File: config.mk
export PLATFORM = sky130hd
export DESIGN_NAME = master_serial_config_loader
export DESIGN_NICKNAME = d
export VERILOG_FILES = /design/src/rtl/msl_pkg.sv /design/src/rtl/crc_serial.sv /design/src/rtl/master_serial_config_loader.sv
export SDC_FILE = /design/constraint.sdc
export NUM_CORES = 1
export LEC_CHECK = 0
export BUFFER_PORTS_ARGS = -buffer_cell sky130_fd_sc_hd__buf_2
export CAP_MARGIN = 20
export CORE_ASPECT_RATIO = 1.4
export CORE_MARGIN = 4
export CORE_UTILIZATION = 44
export CTS_CLUSTER_SIZE = 40
export DETAILED_ROUTE_END_ITERATION = 8
export GPL_TIMING_DRIVEN = 0
export SLEW_MARGIN = 10
export SYNTH_ARGS = -nofsm -noshare
export SYNTH_HDL_FRONTEND = slang
export SYNTH_HIERARCHICAL = 1
export SYNTH_SLANG_ARGS = --single-unit
File: constraint.sdc
create_clock -name pclk -period 3.6 [get_ports pclk]
set_input_delay 0.72 -clock pclk [delete_from_list [all_inputs] [get_ports pclk]]
set_output_delay 0.72 -clock pclk [all_outputs]
set_load 0.02 [all_outputs]
File: src/rtl/msl_pkg.sv
// Summary of operation
// - Drive config clock, capture bit per rising edge
// - After completion, release boot mode pins
// - Pull-ups enabled when pull-up pin low, until completion
// - Serial data output always actively driven
// - Init low while clearing; release, sample mode
// - Init line resets and enables memory
// - CRC mismatch drives init line low
// - Completion low while loading, released on success
// - Completion line selects memory while loading
// - Program low 300 ns restarts and clears
// - Lines held in reset until program high
// - Config clock from oscillator, rate from bitstream
// - Daisy chain forwards bits on falling edge
package msl_pkg;

   // -------------------------------------------------------------------
   // Timing.
   // -------------------------------------------------------------------
   localparam int unsigned CLK_PERIOD_NS = 5;    // Period of pclk.
   localparam int unsigned PROG_MIN_NS   = 300;  // Least low time on the program input.
   localparam int unsigned PROG_MIN_CYC  = (PROG_MIN_NS + CLK_PERIOD_NS - 1) / CLK_PERIOD_NS;
   localparam int unsigned CLEAR_CYC     = 64;   // Cycles spent clearing configuration memory.
   localparam int unsigned START_HALF    = 8;    // Half period of the slow start clock, in pclk cycles.
   localparam int unsigned MIN_HALF      = 4;    // Fastest half period that the sampling can serve.
   localparam int unsigned RATE_BITS     = 8;    // Leading bitstream bits that carry the rate option.

   // -------------------------------------------------------------------
   // Register map, byte addresses.
   // -------------------------------------------------------------------
   localparam logic [7:0] CTRL_OFF   = 8'h00;
   localparam logic [7:0] STATUS_OFF = 8'h04;
   localparam logic [7:0] BITCNT_OFF = 8'h08;
   localparam logic [7:0] RATE_OFF   = 8'h0C;

   // Control fields and reset values.
   localparam int unsigned CTRL_RELOAD_BIT  = 0;  // Write 1 to request a reload.
   localparam int unsigned CTRL_FORWARD_BIT = 1;  // Enables daisy-chain forwarding.
   localparam logic        CTRL_FORWARD_RST = 1'b1;

   // Status fields.
   localparam int unsigned ST_STATE_LSB = 0;
   localparam int unsigned ST_MODE_LSB  = 3;
   localparam int unsigned ST_CRC_BIT   = 6;
   localparam int unsigned ST_MODE_BIT  = 7;
   localparam int unsigned ST_DONE_BIT  = 8;
   localparam int unsigned ST_PULL_BIT  = 9;

   localparam logic [2:0] MODE_MASTER_SERIAL = 3'h0;

   // Loader states, Gray coded along the normal path.
   typedef enum logic [2:0] {
      ST_IDLE  = 3'h0,
      ST_CLEAR = 3'h1,
      ST_WAIT  = 3'h3,
      ST_LOAD  = 3'h2,
      ST_DONE  = 3'h6,
      ST_ERROR = 3'h7
   } load_state_t;

   // Inputs from the pins, all asynchronous to pclk.
   typedef struct packed {
      logic [2:0] mode;               // Boot mode pins.
      logic       pullup_disable_pin; // Pull-up control pin.
      logic       data;               // Serial data from the memory.
      logic       init;               // Level on the shared init line.
      logic       done;               // Level on the completion line.
      logic       reload_request_n;   // Program input, active low.
   } pin_in_t;

   // The program input resets to its active level, so no load starts before the real pin is seen.
   localparam pin_in_t PIN_IN_RST = '{mode: 3'h0, pullup_disable_pin: 1'b0, data: 1'b0,
                                      init: 1'b0, done: 1'b0, reload_request_n: 1'b0};

   // Outputs toward the pins.
   typedef struct packed {
      logic config_clock_out; // Configuration clock to the memory.
      logic data_out;         // Serial data toward the next device.
      logic init_out;         // Init line value, always low.
      logic init_oe_n;        // Low while the init line is pulled low.
      logic done_out;         // Completion line value, always low.
      logic done_oe_n;        // Low while the completion line is pulled low.
      logic pullup_enable;    // Pull-ups on user pins.
      logic mode_released;    // Mode and pull-up pins free for user use.
   } pin_out_t;

endpackage

File: src/rtl/crc_serial.sv
`timescale 1ns/10ps
`default_nettype none
// -----------------------------------------------------------------------
// Bit-serial CRC accumulator, MSB first.
// -----------------------------------------------------------------------
module crc_serial #(
   parameter int unsigned     W    = 16,
   parameter logic [W-1:0]    POLY = 16'h1021,
   parameter logic [W-1:0]    SEED = 16'hFFFF
) (
   input  wire logic         pclk,
   input  wire logic         presetn,
   input  wire logic         ce,
   input  wire logic         clear,
   input  wire logic         bit_valid,
   input  wire logic         bit_in,
   output logic [W-1:0]      crc
);
   // The shift path needs at least two remainder bits.
   if (W < 2) begin : g_bad_width
      $error("crc_serial: remainder width below two bits");
   end

   logic [W-1:0] crc_ff;   // Running remainder.
   logic [W-1:0] nxt_crc;  // Remainder after one more bit.
   wire          fb = crc_ff[W-1] ^ bit_in;  // Feedback term.

   assign nxt_crc = {crc_ff[W-2:0], 1'b0} ^ (fb ? POLY : '0);
   assign crc     = crc_ff;

   // Clear takes priority, so a new load never inherits the old remainder.
   always_ff @(posedge pclk or negedge presetn) begin
      if (!presetn) begin
         crc_ff <= SEED;
      end else if (ce) begin
         if (clear) begin
            crc_ff <= SEED;
         end else if (bit_valid) begin
            crc_ff <= nxt_crc;
         end
      end
   end
endmodule
`default_nettype wire

File: src/rtl/master_serial_config_loader.sv
`timescale 1ns/10ps
`default_nettype none
module master_serial_config_loader #(
   parameter int unsigned  BITS_TOTAL = 1024,      // Bitstream length, rate and CRC included.
   parameter int unsigned  CRC_W      = 16,        // CRC width.
   parameter logic [15:0]  CRC_POLY   = 16'h1021,  // CRC polynomial.
   parameter logic [15:0]  CRC_SEED   = 16'hFFFF   // CRC start value.
) (
   input  wire logic            pclk,
   input  wire logic            presetn,
   input  wire logic            ce,
   input  wire logic            psel,
   input  wire logic            penable,
   input  wire logic            pwrite,
   input  wire logic [7:0]      paddr,
   input  wire logic [31:0]     pwdata,
   output logic [31:0]          prdata,
   output logic                 pready,
   output logic                 pslverr,
   input  wire msl_pkg::pin_in_t  pins_in,
   output var msl_pkg::pin_out_t  pins_out
);
   import msl_pkg::*;

   // Refuse at elaboration what the fixed 16-bit check and 24-bit counter cannot serve.
   if (CRC_W != 16 || BITS_TOTAL <= RATE_BITS + CRC_W || BITS_TOTAL >= 32'h00FF_FFFF) begin : g_bad_params
      $error("master_serial_config_loader: unsupported CRC width or bitstream length");
   end

   // -------------------------------------------------------------------
   // Pin synchronisers.
   // -------------------------------------------------------------------
   pin_in_t sync1_ff;  // First stage, read only by the second.
   pin_in_t sync2_ff;  // Stable copy of the pins.

   always_ff @(posedge pclk or negedge presetn) begin
      if (!presetn) begin
         sync1_ff <= PIN_IN_RST;
         sync2_ff <= PIN_IN_RST;
      end else if (ce) begin
         sync1_ff <= pins_in;
         sync2_ff <= sync1_ff;
      end
   end

   // -------------------------------------------------------------------
   // State and counters.
   // -------------------------------------------------------------------
   load_state_t state_ff, nxt_state;  // Loader state.
   logic [7:0]  prog_cnt_ff;          // Cycles the program input has been low.
   logic [7:0]  clear_cnt_ff;         // Cycles spent clearing.
   logic [23:0] bit_cnt_ff;           // Bits taken in this load.
   logic [7:0]  rate_sr_ff;           // Rate option as it shifts in.
   logic [7:0]  half_ff;              // Current half period of the config clock.
   logic [7:0]  div_cnt_ff;           // Divider count within a half period.
   logic        cfg_clk_ff;           // Config clock level.
   logic        dout_ff;              // Serial data output level.
   logic [15:0] crc_rx_ff;            // Received check value.
   logic [2:0]  mode_ff;              // Mode sampled when init rose.
   logic        crc_err_ff;           // CRC mismatch seen.
   logic        mode_err_ff;          // Mode other than master serial.
   logic        forward_en_ff;        // Daisy-chain forwarding allowed.
   logic        soft_reload_ff;       // Software reload request pulse.
   pin_out_t    pins_out_ff;          // Registered pin outputs.
   logic [15:0] crc_calc;             // Remainder from the accumulator.

   // Program input decoding: a low that lasts the least time is a restart.
   wire prog_low  = !sync2_ff.reload_request_n;
   wire prog_seen = (prog_cnt_ff == 8'(PROG_MIN_CYC));
   wire restart   = prog_seen || soft_reload_ff;

   // The config clock runs while loading, and after it while forwarding.
   wire clk_run   = (state_ff == ST_LOAD) || (state_ff == ST_DONE && forward_en_ff);
   wire half_tick = clk_run && (div_cnt_ff == half_ff - 8'h01);
   wire rise      = half_tick && !cfg_clk_ff;
   wire fall      = half_tick && cfg_clk_ff;

   // Bit position decoding.
   wire load_bit  = rise && (state_ff == ST_LOAD);
   wire in_rate   = (bit_cnt_ff < 24'(RATE_BITS));
   wire in_body   = (bit_cnt_ff < 24'(BITS_TOTAL - CRC_W));
   wire last_bit  = (bit_cnt_ff == 24'(BITS_TOTAL - 1));
   wire rate_last = (bit_cnt_ff == 24'(RATE_BITS - 1));
   wire [15:0] crc_full = {crc_rx_ff[14:0], sync2_ff.data};
   wire crc_ok    = (crc_full == crc_calc);
   wire [7:0] rate_new = {rate_sr_ff[6:0], sync2_ff.data};
   wire [7:0] rate_half = (rate_new < 8'(MIN_HALF)) ? 8'(MIN_HALF) : rate_new;

   crc_serial #(
      .W    (16),
      .POLY (CRC_POLY),
      .SEED (CRC_SEED)
   ) u_crc (
      .pclk      (pclk),
      .presetn   (presetn),
      .ce        (ce),
      .clear     (state_ff == ST_CLEAR),
      .bit_valid (load_bit && in_body),
      .bit_in    (sync2_ff.data),
      .crc       (crc_calc)
   );

   // -------------------------------------------------------------------
   // Next state.
   // -------------------------------------------------------------------
   always_comb begin
      nxt_state = state_ff;
      if (restart) begin
         nxt_state = ST_IDLE;
      end else begin
         unique case (state_ff)
            // Leave reset only with the program input high.
            ST_IDLE: begin
               if (!prog_low) nxt_state = ST_CLEAR;
            end
            ST_CLEAR: begin
               if (clear_cnt_ff == 8'(CLEAR_CYC - 1)) nxt_state = ST_WAIT;
            end
            // The memory may keep init low until it is ready.
            ST_WAIT: begin
               if (sync2_ff.init) begin
                  nxt_state = (sync2_ff.mode == MODE_MASTER_SERIAL) ? ST_LOAD : ST_ERROR;
               end
            end
            ST_LOAD: begin
               if (load_bit && last_bit) nxt_state = crc_ok ? ST_DONE : ST_ERROR;
            end
            ST_DONE:  nxt_state = ST_DONE;
            ST_ERROR: nxt_state = ST_ERROR;
         endcase
      end
   end

   // -------------------------------------------------------------------
   // Loader registers.
   // -------------------------------------------------------------------
   // State, restart filter and clearing timer.
   always_ff @(posedge pclk or negedge presetn) begin
      if (!presetn) begin
         state_ff     <= ST_IDLE;
         prog_cnt_ff  <= 8'h00;
         clear_cnt_ff <= 8'h00;
      end else if (ce) begin
         state_ff     <= nxt_state;
         prog_cnt_ff  <= !prog_low ? 8'h00 : (prog_seen ? prog_cnt_ff : prog_cnt_ff + 8'h01);
         clear_cnt_ff <= (state_ff == ST_CLEAR) ? clear_cnt_ff + 8'h01 : 8'h00;
      end
   end

   // Config clock divider; starts at START_HALF and takes the rate option's half period once the option is in.
   always_ff @(posedge pclk or negedge presetn) begin
      if (!presetn) begin
         div_cnt_ff <= 8'h00;
         cfg_clk_ff <= 1'b0;
         half_ff    <= 8'(START_HALF);
      end else if (ce) begin
         div_cnt_ff <= (!clk_run || half_tick) ? 8'h00 : div_cnt_ff + 8'h01;
         if (half_tick) cfg_clk_ff <= !cfg_clk_ff;
         else if (!clk_run) cfg_clk_ff <= 1'b0;
         if (state_ff == ST_CLEAR) half_ff <= 8'(START_HALF);
         else if (load_bit && rate_last) half_ff <= rate_half;
      end
   end

   // Bit capture on each rising config clock edge.
   always_ff @(posedge pclk or negedge presetn) begin
      if (!presetn) begin
         bit_cnt_ff <= 24'h000000;
         rate_sr_ff <= 8'h00;
         crc_rx_ff  <= 16'h0000;
      end else if (ce) begin
         if (state_ff == ST_CLEAR) begin
            bit_cnt_ff <= 24'h000000;
         end else if (load_bit) begin
            bit_cnt_ff <= bit_cnt_ff + 24'h000001;
            if (in_rate) rate_sr_ff <= rate_new;
            if (!in_body) crc_rx_ff <= crc_full;
         end
      end
   end

   // Data output: held high while loading, then forwards on falling edges.
   always_ff @(posedge pclk or negedge presetn) begin
      if (!presetn) begin
         dout_ff <= 1'b1;
      end else if (ce) begin
         if (state_ff != ST_DONE) dout_ff <= 1'b1;
         else if (fall) dout_ff <= sync2_ff.data;
      end
   end

   // Mode capture and error flags; the clearing state after a restart clears both error flags.
   always_ff @(posedge pclk or negedge presetn) begin
      if (!presetn) begin
         mode_ff     <= 3'h0;
         crc_err_ff  <= 1'b0;
         mode_err_ff <= 1'b0;
      end else if (ce) begin
         if (state_ff == ST_CLEAR) begin
            crc_err_ff  <= 1'b0;
            mode_err_ff <= 1'b0;
         end else if (state_ff == ST_WAIT && sync2_ff.init) begin
            mode_ff     <= sync2_ff.mode;
            mode_err_ff <= (sync2_ff.mode != MODE_MASTER_SERIAL);
         end else if (state_ff == ST_LOAD && nxt_state == ST_ERROR) begin
            crc_err_ff  <= 1'b1;
         end
      end
   end

   // -------------------------------------------------------------------
   // Pin outputs. Open-drain lines only ever pull low.
   // -------------------------------------------------------------------
   pin_out_t nxt_pins;
   always_comb begin
      nxt_pins.config_clock_out = cfg_clk_ff;
      nxt_pins.data_out      = dout_ff;
      nxt_pins.init_out      = 1'b0;
      // Init low resets the memory; released it lets the memory drive data.
      nxt_pins.init_oe_n     = !(nxt_state == ST_IDLE || nxt_state == ST_CLEAR ||
                                 (nxt_state == ST_ERROR && (crc_err_ff ||
                                  (state_ff == ST_LOAD))));
      nxt_pins.done_out      = 1'b0;
      nxt_pins.done_oe_n     = (nxt_state == ST_DONE);
      nxt_pins.pullup_enable = (nxt_state != ST_DONE) && !sync2_ff.pullup_disable_pin;
      nxt_pins.mode_released = (nxt_state == ST_DONE);
   end

   always_ff @(posedge pclk or negedge presetn) begin
      if (!presetn) begin
         pins_out_ff <= '{config_clock_out: 1'b0, data_out: 1'b1, init_out: 1'b0, init_oe_n: 1'b0,
                          done_out: 1'b0, done_oe_n: 1'b0, pullup_enable: 1'b0, mode_released: 1'b0};
      end else if (ce) begin
         pins_out_ff <= nxt_pins;
      end
   end
   assign pins_out = pins_out_ff;

   // -------------------------------------------------------------------
   // APB slave, one wait-free access phase.
   // -------------------------------------------------------------------
   logic [31:0] prdata_ff;
   logic        pready_ff;
   logic        pslverr_ff;
   wire         setup   = psel && !penable;
   wire         wr_take = psel && penable && pready_ff && pwrite;
   wire         mapped  = (paddr == CTRL_OFF) || (paddr == STATUS_OFF) ||
                          (paddr == BITCNT_OFF) || (paddr == RATE_OFF);
   wire [31:0]  status_word = 32'({pins_out_ff.pullup_enable, (state_ff == ST_DONE), mode_err_ff,
                                   crc_err_ff, mode_ff, state_ff});
   wire [31:0]  rd_mux = (paddr == CTRL_OFF)   ? 32'({forward_en_ff, 1'b0}) :
                         (paddr == STATUS_OFF) ? status_word :
                         (paddr == BITCNT_OFF) ? 32'(bit_cnt_ff) :
                         (paddr == RATE_OFF)   ? 32'({half_ff}) : 32'h0000_0000;

   // Answer is prepared in the setup cycle and shown in the access cycle.
   always_ff @(posedge pclk or negedge presetn) begin
      if (!presetn) begin
         prdata_ff  <= 32'h0000_0000;
         pready_ff  <= 1'b0;
         pslverr_ff <= 1'b0;
      end else if (ce) begin
         pready_ff  <= setup;
         pslverr_ff <= setup && !mapped;
         prdata_ff  <= (setup && !pwrite) ? rd_mux : 32'h0000_0000;
      end
   end

   // Control register; the reload bit is a self-clearing pulse.
   always_ff @(posedge pclk or negedge presetn) begin
      if (!presetn) begin
         forward_en_ff  <= CTRL_FORWARD_RST;
         soft_reload_ff <= 1'b0;
      end else if (ce) begin
         soft_reload_ff <= wr_take && (paddr == CTRL_OFF) && pwdata[CTRL_RELOAD_BIT];
         if (wr_take && paddr == CTRL_OFF) forward_en_ff <= pwdata[CTRL_FORWARD_BIT];
      end
   end

   assign prdata  = prdata_ff;
   assign pready  = pready_ff;
   assign pslverr = pslverr_ff;
endmodule
`default_nettype wire

======== Yosys cells after proc, flatten, opt, wreduce, memory -nomap -nowiden ========
Cells that the tools add are included.
word-level totals
  input port bits ......................... 54
  word-level logic and storage cells ...... 161
  bits in registers ....................... 159
  output and inout port bits .............. 42
operators by class
  eq/ne operators ......................... 22
  $add $sub $neg .......................... 5
  magnitude comparators ................... 3
  reductions and logical operators ........ 59
  bitwise logic cells ..................... 4
  multiplexer cells ....................... 34
operators with widths
  kind                                                          number
  two-way mux 24 bit                                            6
  two-way mux 8 bit                                             8
  two-way mux 16 bit                                            2
  adder 24 x 1 -> 24 bit, second input constant                 1
  adder 8 x 1 -> 8 bit, second input constant                   3
  equality test 24 x 10 -> 1 bit, second input constant         1
  equality test 24 x 3 -> 1 bit, second input constant          1
  less-than comparator 24 x 10 -> 1 bit, second input constant  1
  less-than comparator 24 x 4 -> 1 bit, second input constant   1
  logical AND 1 bit                                             20
  two-way mux 3 bit                                             6
  case mux 3 bit (6 select lines)                               1
  equality test 16 bit                                          1
  equality test 8 x 4 -> 1 bit, second input constant           2
  equality test 8 x 6 -> 1 bit, second input constant           2
  AND reduction 2 bit                                           8
  XOR 16 bit                                                    1
  two-way mux 13 bit                                            1
  equality test 3 bit, second input constant                    4
  nonzero test 2 bit                                            6
  two-way mux 1 bit                                             10
  logical NOT 3 bit                                             3
  logical OR 1 bit                                              9
  equality test 8 x 3 -> 1 bit, second input constant           1
  other kinds (15)                                              28

======== Logic depth before layout (Yosys ltp) ========
Gate-level depths: netlist of run 1.
  depth in word-level cells ............... 15
  mapped depth ............................ 12
  depth with buffers taken out ............ 10

======== Hierarchy ========
Netlist of run 1, hierarchy kept.
modules (own cells, without submodules)
  module                       seq. area each (um2)  cells an instance  times used  area each (um2)
  master_serial_config_loader  3383.2                674                1           6922.9
  crc_serial                   420.4                 69                 1           699.4

======== Worst setup path after synthesis of run 1 ========
No wires, ideal clock.
  path type ............................... flip-flop to flip-flop
  start ................................... reg half_ff[0]
  end ..................................... reg u_crc.crc_ff[12] (netlist: u_crc/crc[12])
  library setup time ...................... 83 ps
  arrival ................................. 2683 ps
  slack ................................... 834 ps
  required time ........................... 3517 ps
  clock period less this slack ............ 2766 ps
  cell stages (with the launch flop) ...... 11
  path buffers ............................ 1
  path through ............................ dfrtp_1 > inv_1 > ha_1 > and2_1 > o21a_1 > o31ai_1 > o211ai_1 > clkbuf_1 > nor3_1 > nand2_1 > o32a_1
on the way
  word-level cells in the longest chain between the ends .. 8
ends and longest elaborated chain
  element                               RTL line                            source
  from (decl)                           master_serial_config_loader.sv:54   logic [7:0] half_ff;
  from (signal assigned)                master_serial_config_loader.sv:155  half_ff <= 8'(START_HALF);
  from (signal assigned)                master_serial_config_loader.sv:160  if (state_ff == ST_CLEAR) half_ff <= 8'(START_HALF);
  from (signal assigned)                master_serial_config_loader.sv:161  else if (load_bit && rate_last) half_ff <= rate_half;
  subtractor 8 x 1 -> 8 bit             master_serial_config_loader.sv:74   wire half_tick = clk_run && (div_cnt_ff == half_ff - 8'h01);
  equality test 8 bit                   master_serial_config_loader.sv:74
  logical AND 1 bit                     master_serial_config_loader.sv:74
  logical AND 1 bit                     master_serial_config_loader.sv:75   wire rise = half_tick && !cfg_clk_ff;
  logical AND 1 bit                     master_serial_config_loader.sv:79   wire load_bit = rise && (state_ff == ST_LOAD);
  logical AND 1 bit                     master_serial_config_loader.sv:98   .bit_valid (load_bit && in_body),
  nonzero test 2 bit (no source line)   -
  AND reduction 2 bit (no source line)  -
  to (signal assigned)                  crc_serial.sv:39                    crc_ff <= nxt_crc;
  to (decl)                             crc_serial.sv:24                    logic [W-1:0] crc_ff;
No other way between the ends.
A chain may end at the register's enable or synchronous reset.

======== Worst setup path after layout of run 1 ========
  start ................................... reg half_ff[0]
  end ..................................... reg u_crc.crc_ff[7] (netlist: u_crc/crc[7])
The elaborated chain is that of the path after synthesis.

==> flow_metrics.env, run 1 <==
export IMPL_cts_max_level=4
export IMPL_fin_cells=1071
export IMPL_cp_max_fo=10
export IMPL_outcome="completed"
export IMPL_final_common_cell="dfrtp_1"
export IMPL_finalMaxSlewViolations=0
export IMPL_fin_crit_ns=3.30
export IMPL_path_class="reg -> reg"
export IMPL_post_route_period_util=0.916
export IMPL_hold_path_class="in -> async"
export IMPL_synthSimpleGateAreaFrac=0.166
export IMPL_via_per_inst=5.56
export IMPL_grtUsageMet3=0.0437
export IMPL_cts_setup_buffers=0
export IMPL_ioPinCount=96
export IMPL_hpwl_um=13500
export IMPL_synth_adder_area_share=0.00985
export IMPL_nNetsFinal=886
export IMPL_die_width_um=119
export IMPL_power_per_cell_area_nw_per_um2=493
export IMPL_rsz0062_at_grt="false"
export IMPL_hold_worst_slack_ns=0.175
export IMPL_dpl_cell_count=1039
export IMPL_clock_skew_ns=0.00747
export IMPL_ys_seq_area_frac=0.499
export IMPL_synthFlopType="dfrtp_1"
export IMPL_gr_total_overflow=0
export IMPL_synth_compound_area_frac=0.158
export IMPL_place_congestion=0.805
export IMPL_cts_tree="done"
export IMPL_die_y_um=164
export IMPL_synth_mux_area_frac=0.0801
export IMPL_grt_most_used_layer="met2"
export IMPL_cts_root_buf="clkbuf_16"
export IMPL_synth_cell_type_count=67
export IMPL_yosys_warnings=6
export IMPL_path_clk_slew_ns=0.07
export IMPL_io_buffers=54
export IMPL_rows=56
export IMPL_drt_first_pass_iters=6
export IMPL_synth_xor_area_share=0.0401
export IMPL_cts_resized=0
export IMPL_crit_path_start="half_ff[0]$_DFFE_PN0P_"
export IMPL_diodes=0
export IMPL_fill_cells=1540
export IMPL_hold_viol=0
export IMPL_ir_drop_mv=0.337
export IMPL_drv_cap=0
export IMPL_ctsHoldBuffers=0
export IMPL_coreArea_um2=16900
export IMPL_grt_max_degree=106
export IMPL_grt_pass1_wl_um=31000
export IMPL_leakagePower_nw=3.88
export IMPL_synth_avg_cell_area_um2=10.3
export IMPL_antenna_found_initial=0
export IMPL_slew_headroom=0.539
export IMPL_wl_per_cell_um=17.4
export IMPL_endpoint_kind="flip-flop"
export IMPL_async_flop_share=1.00
export IMPL_grt_util_all_layers=0.199
export IMPL_clkSinkCount=151
export IMPL_r2r_start="half_ff[0]$_DFFE_PN0P_"
export IMPL_drt_initial_drc_count=451
export IMPL_grt_use_met1=0.241
export IMPL_netlist_area_um2=7620
export IMPL_syn_to_final_growth_pct=15.7
export IMPL_synthCells=743
export IMPL_synth_edff_count=0
export IMPL_final_antenna_net_count=0
export IMPL_grt_pass1_vias=6167
export IMPL_fmax_ghz=0.303
export IMPL_wl_um=18600
export IMPL_numCtsBuffers=17
export IMPL_synth_seq_cells=151
export IMPL_clockBufferDepth=2
export IMPL_vias=5952
export IMPL_tightest_slew_ns=0.685
export IMPL_cp_start_kind="flip-flop"
export IMPL_clk_latency_ns=0.43
export IMPL_final_cell_mix="131 x dfrtp_1, 73 x nand2_1, 61 x buf_2"
export IMPL_drc=0
export IMPL_totalNegativeSetupSlack_ns=0
export IMPL_cp_required_ns=3.94
export IMPL_cp_arrival_ns=3.64
export IMPL_fp_dieArea_um2=19500
export IMPL_finalSetupViolCount=0
export IMPL_use_met2=0.341
export IMPL_initial_core_util=0.451
export IMPL_drive_above_1_share=0.212
export IMPL_synth_top_family_by_area="simple AND/OR/NAND/NOR gates"
-- logic make-up (layout without fill, tap and decap cells) --
| logic type | count (synthesis) | count (layout) |
|---|---|---|
| AO/OA/AOI/OAI | 176 | 176 |
| AND/OR/NAND/NOR | 251 | 251 |
| buffers and inverters | 71 | 158 |
| multiplexers | 53 | 53 |
| XOR/XNOR | 34 | 34 |
| flip-flops | 151 | 151 |
| other | 1 | 10 |
| adder cells (fa/ha/maj) | 6 | 6 |
-- per-layer routing --
metal  up-vias  wire length, µm
met3        41              612
met5         -                0
met1      2962             7890
met4         0              469
li1       2839                -
met2       110             9680
-- sequential cells by signal, indices dropped and copies added, names as in the netlist, 8 cells and up --
register / count
bit_cnt_ff: 24
clear_cnt_ff: 8
crc_rx_ff: 15
div_cnt_ff: 8
half_ff: 8
prdata: 24
prog_cnt_ff: 8
u_crc/crc: 16
-- through the flow --
stage | utilization | total power (W) | setup slack, ns | area, µm²
2_1_floorplan | - | 0.00245 | 0.834 | 7660
3_3_place_gp | 0.487 | 0.00264 | -0.347 | 8220
3_5_place_dp | 0.489 | 0.00267 | 0.114 | 8250
4_1_cts | 0.522 | 0.00439 | 0.0888 | 8810
5_1_grt | 0.522 | 0.00457 | 0.00436 | 8820
6_report | 0.522 | 0.00435 | 0.301 | 8820
-- synthesized netlist by cell type, drive strengths merged, types with 3 or more instances --
cell type | number | area (µm²)
inv | 20 | 75.1
o21ai | 45 | 236
nor4 | 8 | 50.1
clkbuf | 25 | 93.8
and3 | 7 | 43.8
buf | 26 | 183
nor3 | 19 | 100
a21oi | 42 | 210
o21a | 3 | 22.5
a22oi | 7 | 52.6
mux2 | 43 | 510
nand4 | 12 | 75.1
mux2i | 10 | 100
xor2 | 6 | 52.6
dfstp | 20 | 526
nor2b | 9 | 56.3
ha | 6 | 75.1
xnor2 | 28 | 253
nand2 | 73 | 274
o31ai | 12 | 90.1
o2bb2ai | 18 | 158
nand3 | 26 | 130
a31oi | 4 | 25.0
a22o | 16 | 140
or2 | 3 | 18.8
a21o | 4 | 30.0
o22ai | 3 | 18.8
o2111ai | 3 | 43.8
nor2 | 47 | 176
or3 | 16 | 105
or4 | 12 | 90.1
dfrtp | 131 | 3280
nand2b | 9 | 56.3
-- path summary, 6_finish.rpt --
kind	to	slack [ns]	depth (start not counted)
setup reg to reg	u_crc/crc[7]$_DFFE_PN1P_	0.30	11
max in group asynchronous	state_ff[0]$_DFFE_PN0P_	2.55	2
hold / removal	prdata[16]$_DFFE_PN0P_	0.18	1
min in group pclk	prdata[0]$_DFFE_PN0P_	0.49	1
setup / recovery	u_crc/crc[7]$_DFFE_PN1P_	0.30	11
hold reg to reg	prdata[0]$_DFFE_PN0P_	0.49	1
-- report_power, final --
| part | internal [W] | total [W] | leakage (nW) | switching [W] |
|---|---|---|---|---|
| registers | 0.00188 | 0.00202 | 1.99 | 0.000139 |
| logic | 0.000245 | 0.000619 | 1.63 | 0.000374 |
| clock network | 0.000912 | 0.00171 | 0.273 | 0.000799 |
-- final cells by class --
class                      instances  area [µm²]  share of cell area
clock inverter                    15         135              0.0153
sequential                       151        3800               0.431
inverter                          20        75.1             0.00851
timing repair buffer              55         308              0.0349
buffer                            51         277              0.0314
tap                              232         290              0.0329
clock buffer                      17         425              0.0482
multi-input combinational        530        3510               0.398
-- critical path: stages (launching register included) --
cell	delay, ns
dfrtp_1	0.46
inv_1	0.11
ha_1	0.24
and2_1	0.19
o21a_1	0.19
o31ai_1	0.48
o211ai_1	0.19
clkbuf_1	0.30
nor3_2	0.50
o21ai_4	0.13
buf_2	0.21
o21ai_0	0.22
No activity file was read; power rests on OpenSTA's default activity.
==> run 2: changes to the inputs <==
--- a/config.mk
+++ b/config.mk
@@ -9,7 +9,7 @@
 export CAP_MARGIN = 20
 export CORE_ASPECT_RATIO = 1.4
 export CORE_MARGIN = 4
-export CORE_UTILIZATION = 44
+export CORE_UTILIZATION = 36
 export CTS_CLUSTER_SIZE = 40
 export DETAILED_ROUTE_END_ITERATION = 8
 export GPL_TIMING_DRIVEN = 0
==> run 2 against run 1 <==
Net effect: combinational power fell by 1%; maximum frequency grew 0.99%; count of clock-buffer cells in the layout rose by 1; register-to-register slack better by 0.03 ns; worst setup slack improved by 0.032 ns; clock power grew 9%; flip-flop and latch count is the same; die area increased by 21%; cell count increased by 2.2%; critical path depth unchanged; critical endpoint is now u_crc/crc[1]$_DFFE_PN1P_; largest power group unchanged.
==> flow_metrics.env, run 2 (synthesized netlist as in run 1, its figures left out) <==
export IMPL_hpwl_um=13200
export IMPL_grt_max_degree=109
export IMPL_hold_viol=0
export IMPL_cts_root_buf="clkbuf_16"
export IMPL_seq_power_share=0.448
export IMPL_rsz0062_at_grt="false"
export IMPL_ir_drop_mv=0.405
export IMPL_place_congestion=0.808
export IMPL_grt_pass1_vias=5942
export IMPL_post_route_period_util=0.907
export IMPL_gr_total_overflow=0
export IMPL_leakagePower_nw=3.91
export IMPL_drc=0
export IMPL_cp_slowest_cell="nor3_2"
export IMPL_finalMaxSlewViolations=0
export IMPL_drt_first_pass_iters=5
export IMPL_diodes=0
export IMPL_clock_skew_ns=0.0125
export IMPL_drv_cap=0
export IMPL_p_comb_frac=0.136
export IMPL_die_y_um=180
export IMPL_grt_pass1_wl_um=30400
export IMPL_coreArea_um2=20700
export IMPL_pwr_share_clk=0.417
export IMPL_cp_start_kind="flip-flop"
export IMPL_drt_initial_drc_count=360
export IMPL_swShare=0.280
export IMPL_critPathTopFamily="compound AO/OA/AOI/OAI gates"
export IMPL_syn_to_final_growth_pct=16.9
export IMPL_hold_path_class="in -> async"
export IMPL_grt_util_all_layers=0.160
export IMPL_final_common_cell="dfrtp_1"
export IMPL_initial_core_util=0.368
export IMPL_clkSinkCount=151
export IMPL_ioPinCount=96
export IMPL_slew_headroom=0.497
export IMPL_endpoint_kind="flip-flop"
export IMPL_drive_above_1_share=0.211
export IMPL_totalNegativeSetupSlack_ns=0
export IMPL_cpPeakStageDelay_ns=0.50
export IMPL_wl_per_cell_um=16.6
export IMPL_io_buffers=54
export IMPL_cp_cell_sequence="inv_1 > ha_1 > and2_1 > o21a_1 > o31ai_1 > o211ai_1 > clkbuf_1 > nor3_2 > o21ai_4 > buf_2 > o21ai_0"
export IMPL_outcome="completed"
export IMPL_clk_latency_ns=0.42
export IMPL_fp_dieArea_um2=23600
export IMPL_p_sw_w=0.00126
export IMPL_tightest_slew_ns=0.748
export IMPL_fmax_ghz=0.306
export IMPL_rows=62
export IMPL_use_met2=0.270
export IMPL_crit_buf_inv=3
export IMPL_cts_max_level=4
export IMPL_hold_worst_slack_ns=0.167
export IMPL_grt_use_met1=0.203
export IMPL_path_clk_slew_ns=0.07
export IMPL_final_antenna_net_count=0
export IMPL_grtUsageMet3=0.0338
export IMPL_clockBufferDepth=2
export IMPL_final_cell_mix="131 x dfrtp_1, 73 x nand2_1, 61 x buf_2"
export IMPL_numCtsBuffers=17
export IMPL_power_per_cell_area_nw_per_um2=505
export IMPL_antenna_found_initial=0
export IMPL_vias=5890
export IMPL_wl_um=18200
export IMPL_die_width_um=131
export IMPL_cp_max_fo=10
export IMPL_power_internal_w=0.00324
export IMPL_cts_setup_buffers=0
export IMPL_fin_crit_ns=3.27
export IMPL_nNetsFinal=886
export IMPL_finalSetupViolCount=0
export IMPL_cp_arrival_ns=3.60
export IMPL_cp_required_ns=3.94
export IMPL_via_per_inst=5.38
export IMPL_cts_tree="done"
export IMPL_path_class="reg -> reg"
export IMPL_grt_most_used_layer="met2"
==> run 2: layer usage <==
layer | part of all wire | wire length [µm]
met5 | 0 | 0
met3 | 0.030 | 545
met1 | 0.43 | 7910
met4 | 0.017 | 309
met2 | 0.52 | 9460
==> run 2: per-stage QoR <==
stage | instances | utilization | total power (W) | worst slack (ns) | cell area [µm²]
after detailed placement | 1063 | 0.400 | 0.00266 | 0.0802 | 8280
final | 1095 | 0.430 | 0.00450 | 0.333 | 8910
after global placement | 1062 | 0.398 | 0.00265 | -0.476 | 8250
after CTS | 1095 | 0.430 | 0.00456 | 0.0820 | 8900
after floorplan | 752 | - | 0.00245 | 0.834 | 7660
after global routing | 1095 | 0.430 | 0.00473 | 0.0720 | 8910
==> run 2: cell type report <==
type,instances,area (µm²)
clock buffers,18,429
plain buffers,51,277
fillers,1974,11800
clock inverters,14,189
flip-flops and latches,151,3800
multi-input cells,530,3510
repair buffers,55,308
inverters,20,75.1
well taps,256,320
==> run 2: path summary, 6_finish.rpt <==
path                                         from  slack, ns                           to  depth (start not counted)
hold reg to reg             prdata[5]$_DFFE_PN0P_       0.49        prdata[5]$_DFFE_PN0P_                          1
hold / removal                            presetn       0.17    crc_rx_ff[10]$_DFFE_PN0P_                          1
setup / recovery           half_ff[0]$_DFFE_PN0P_       0.33     u_crc/crc[1]$_DFFE_PN1P_                         11
max in group asynchronous                 presetn       2.55  clear_cnt_ff[6]$_DFFE_PN0P_                          2
setup reg to reg           half_ff[0]$_DFFE_PN0P_       0.33     u_crc/crc[1]$_DFFE_PN1P_                         11
min in group pclk           prdata[5]$_DFFE_PN0P_       0.49        prdata[5]$_DFFE_PN0P_                          1
==> run 2: repair_timing <==
| item | CTS | global route |
|---|---|---|
| setup endpoints to repair | 0 | 16 |
| gates resized for setup | 0 | 1 |
| hold buffers | 0 | 0 |
| hold endpoints to repair | 0 | 0 |
==> run 2: power groups by stage <==
stage	sequential [W]	combinational (W)	clock (W)
floorplan	0.00202	0.000431	0
CTS	0.00201	0.000617	0.00193
global route	0.00203	0.000690	0.00201
finish	0.00201	0.000610	0.00187
detailed placement	0.00205	0.000613	0
global placement	0.00204	0.000603	0
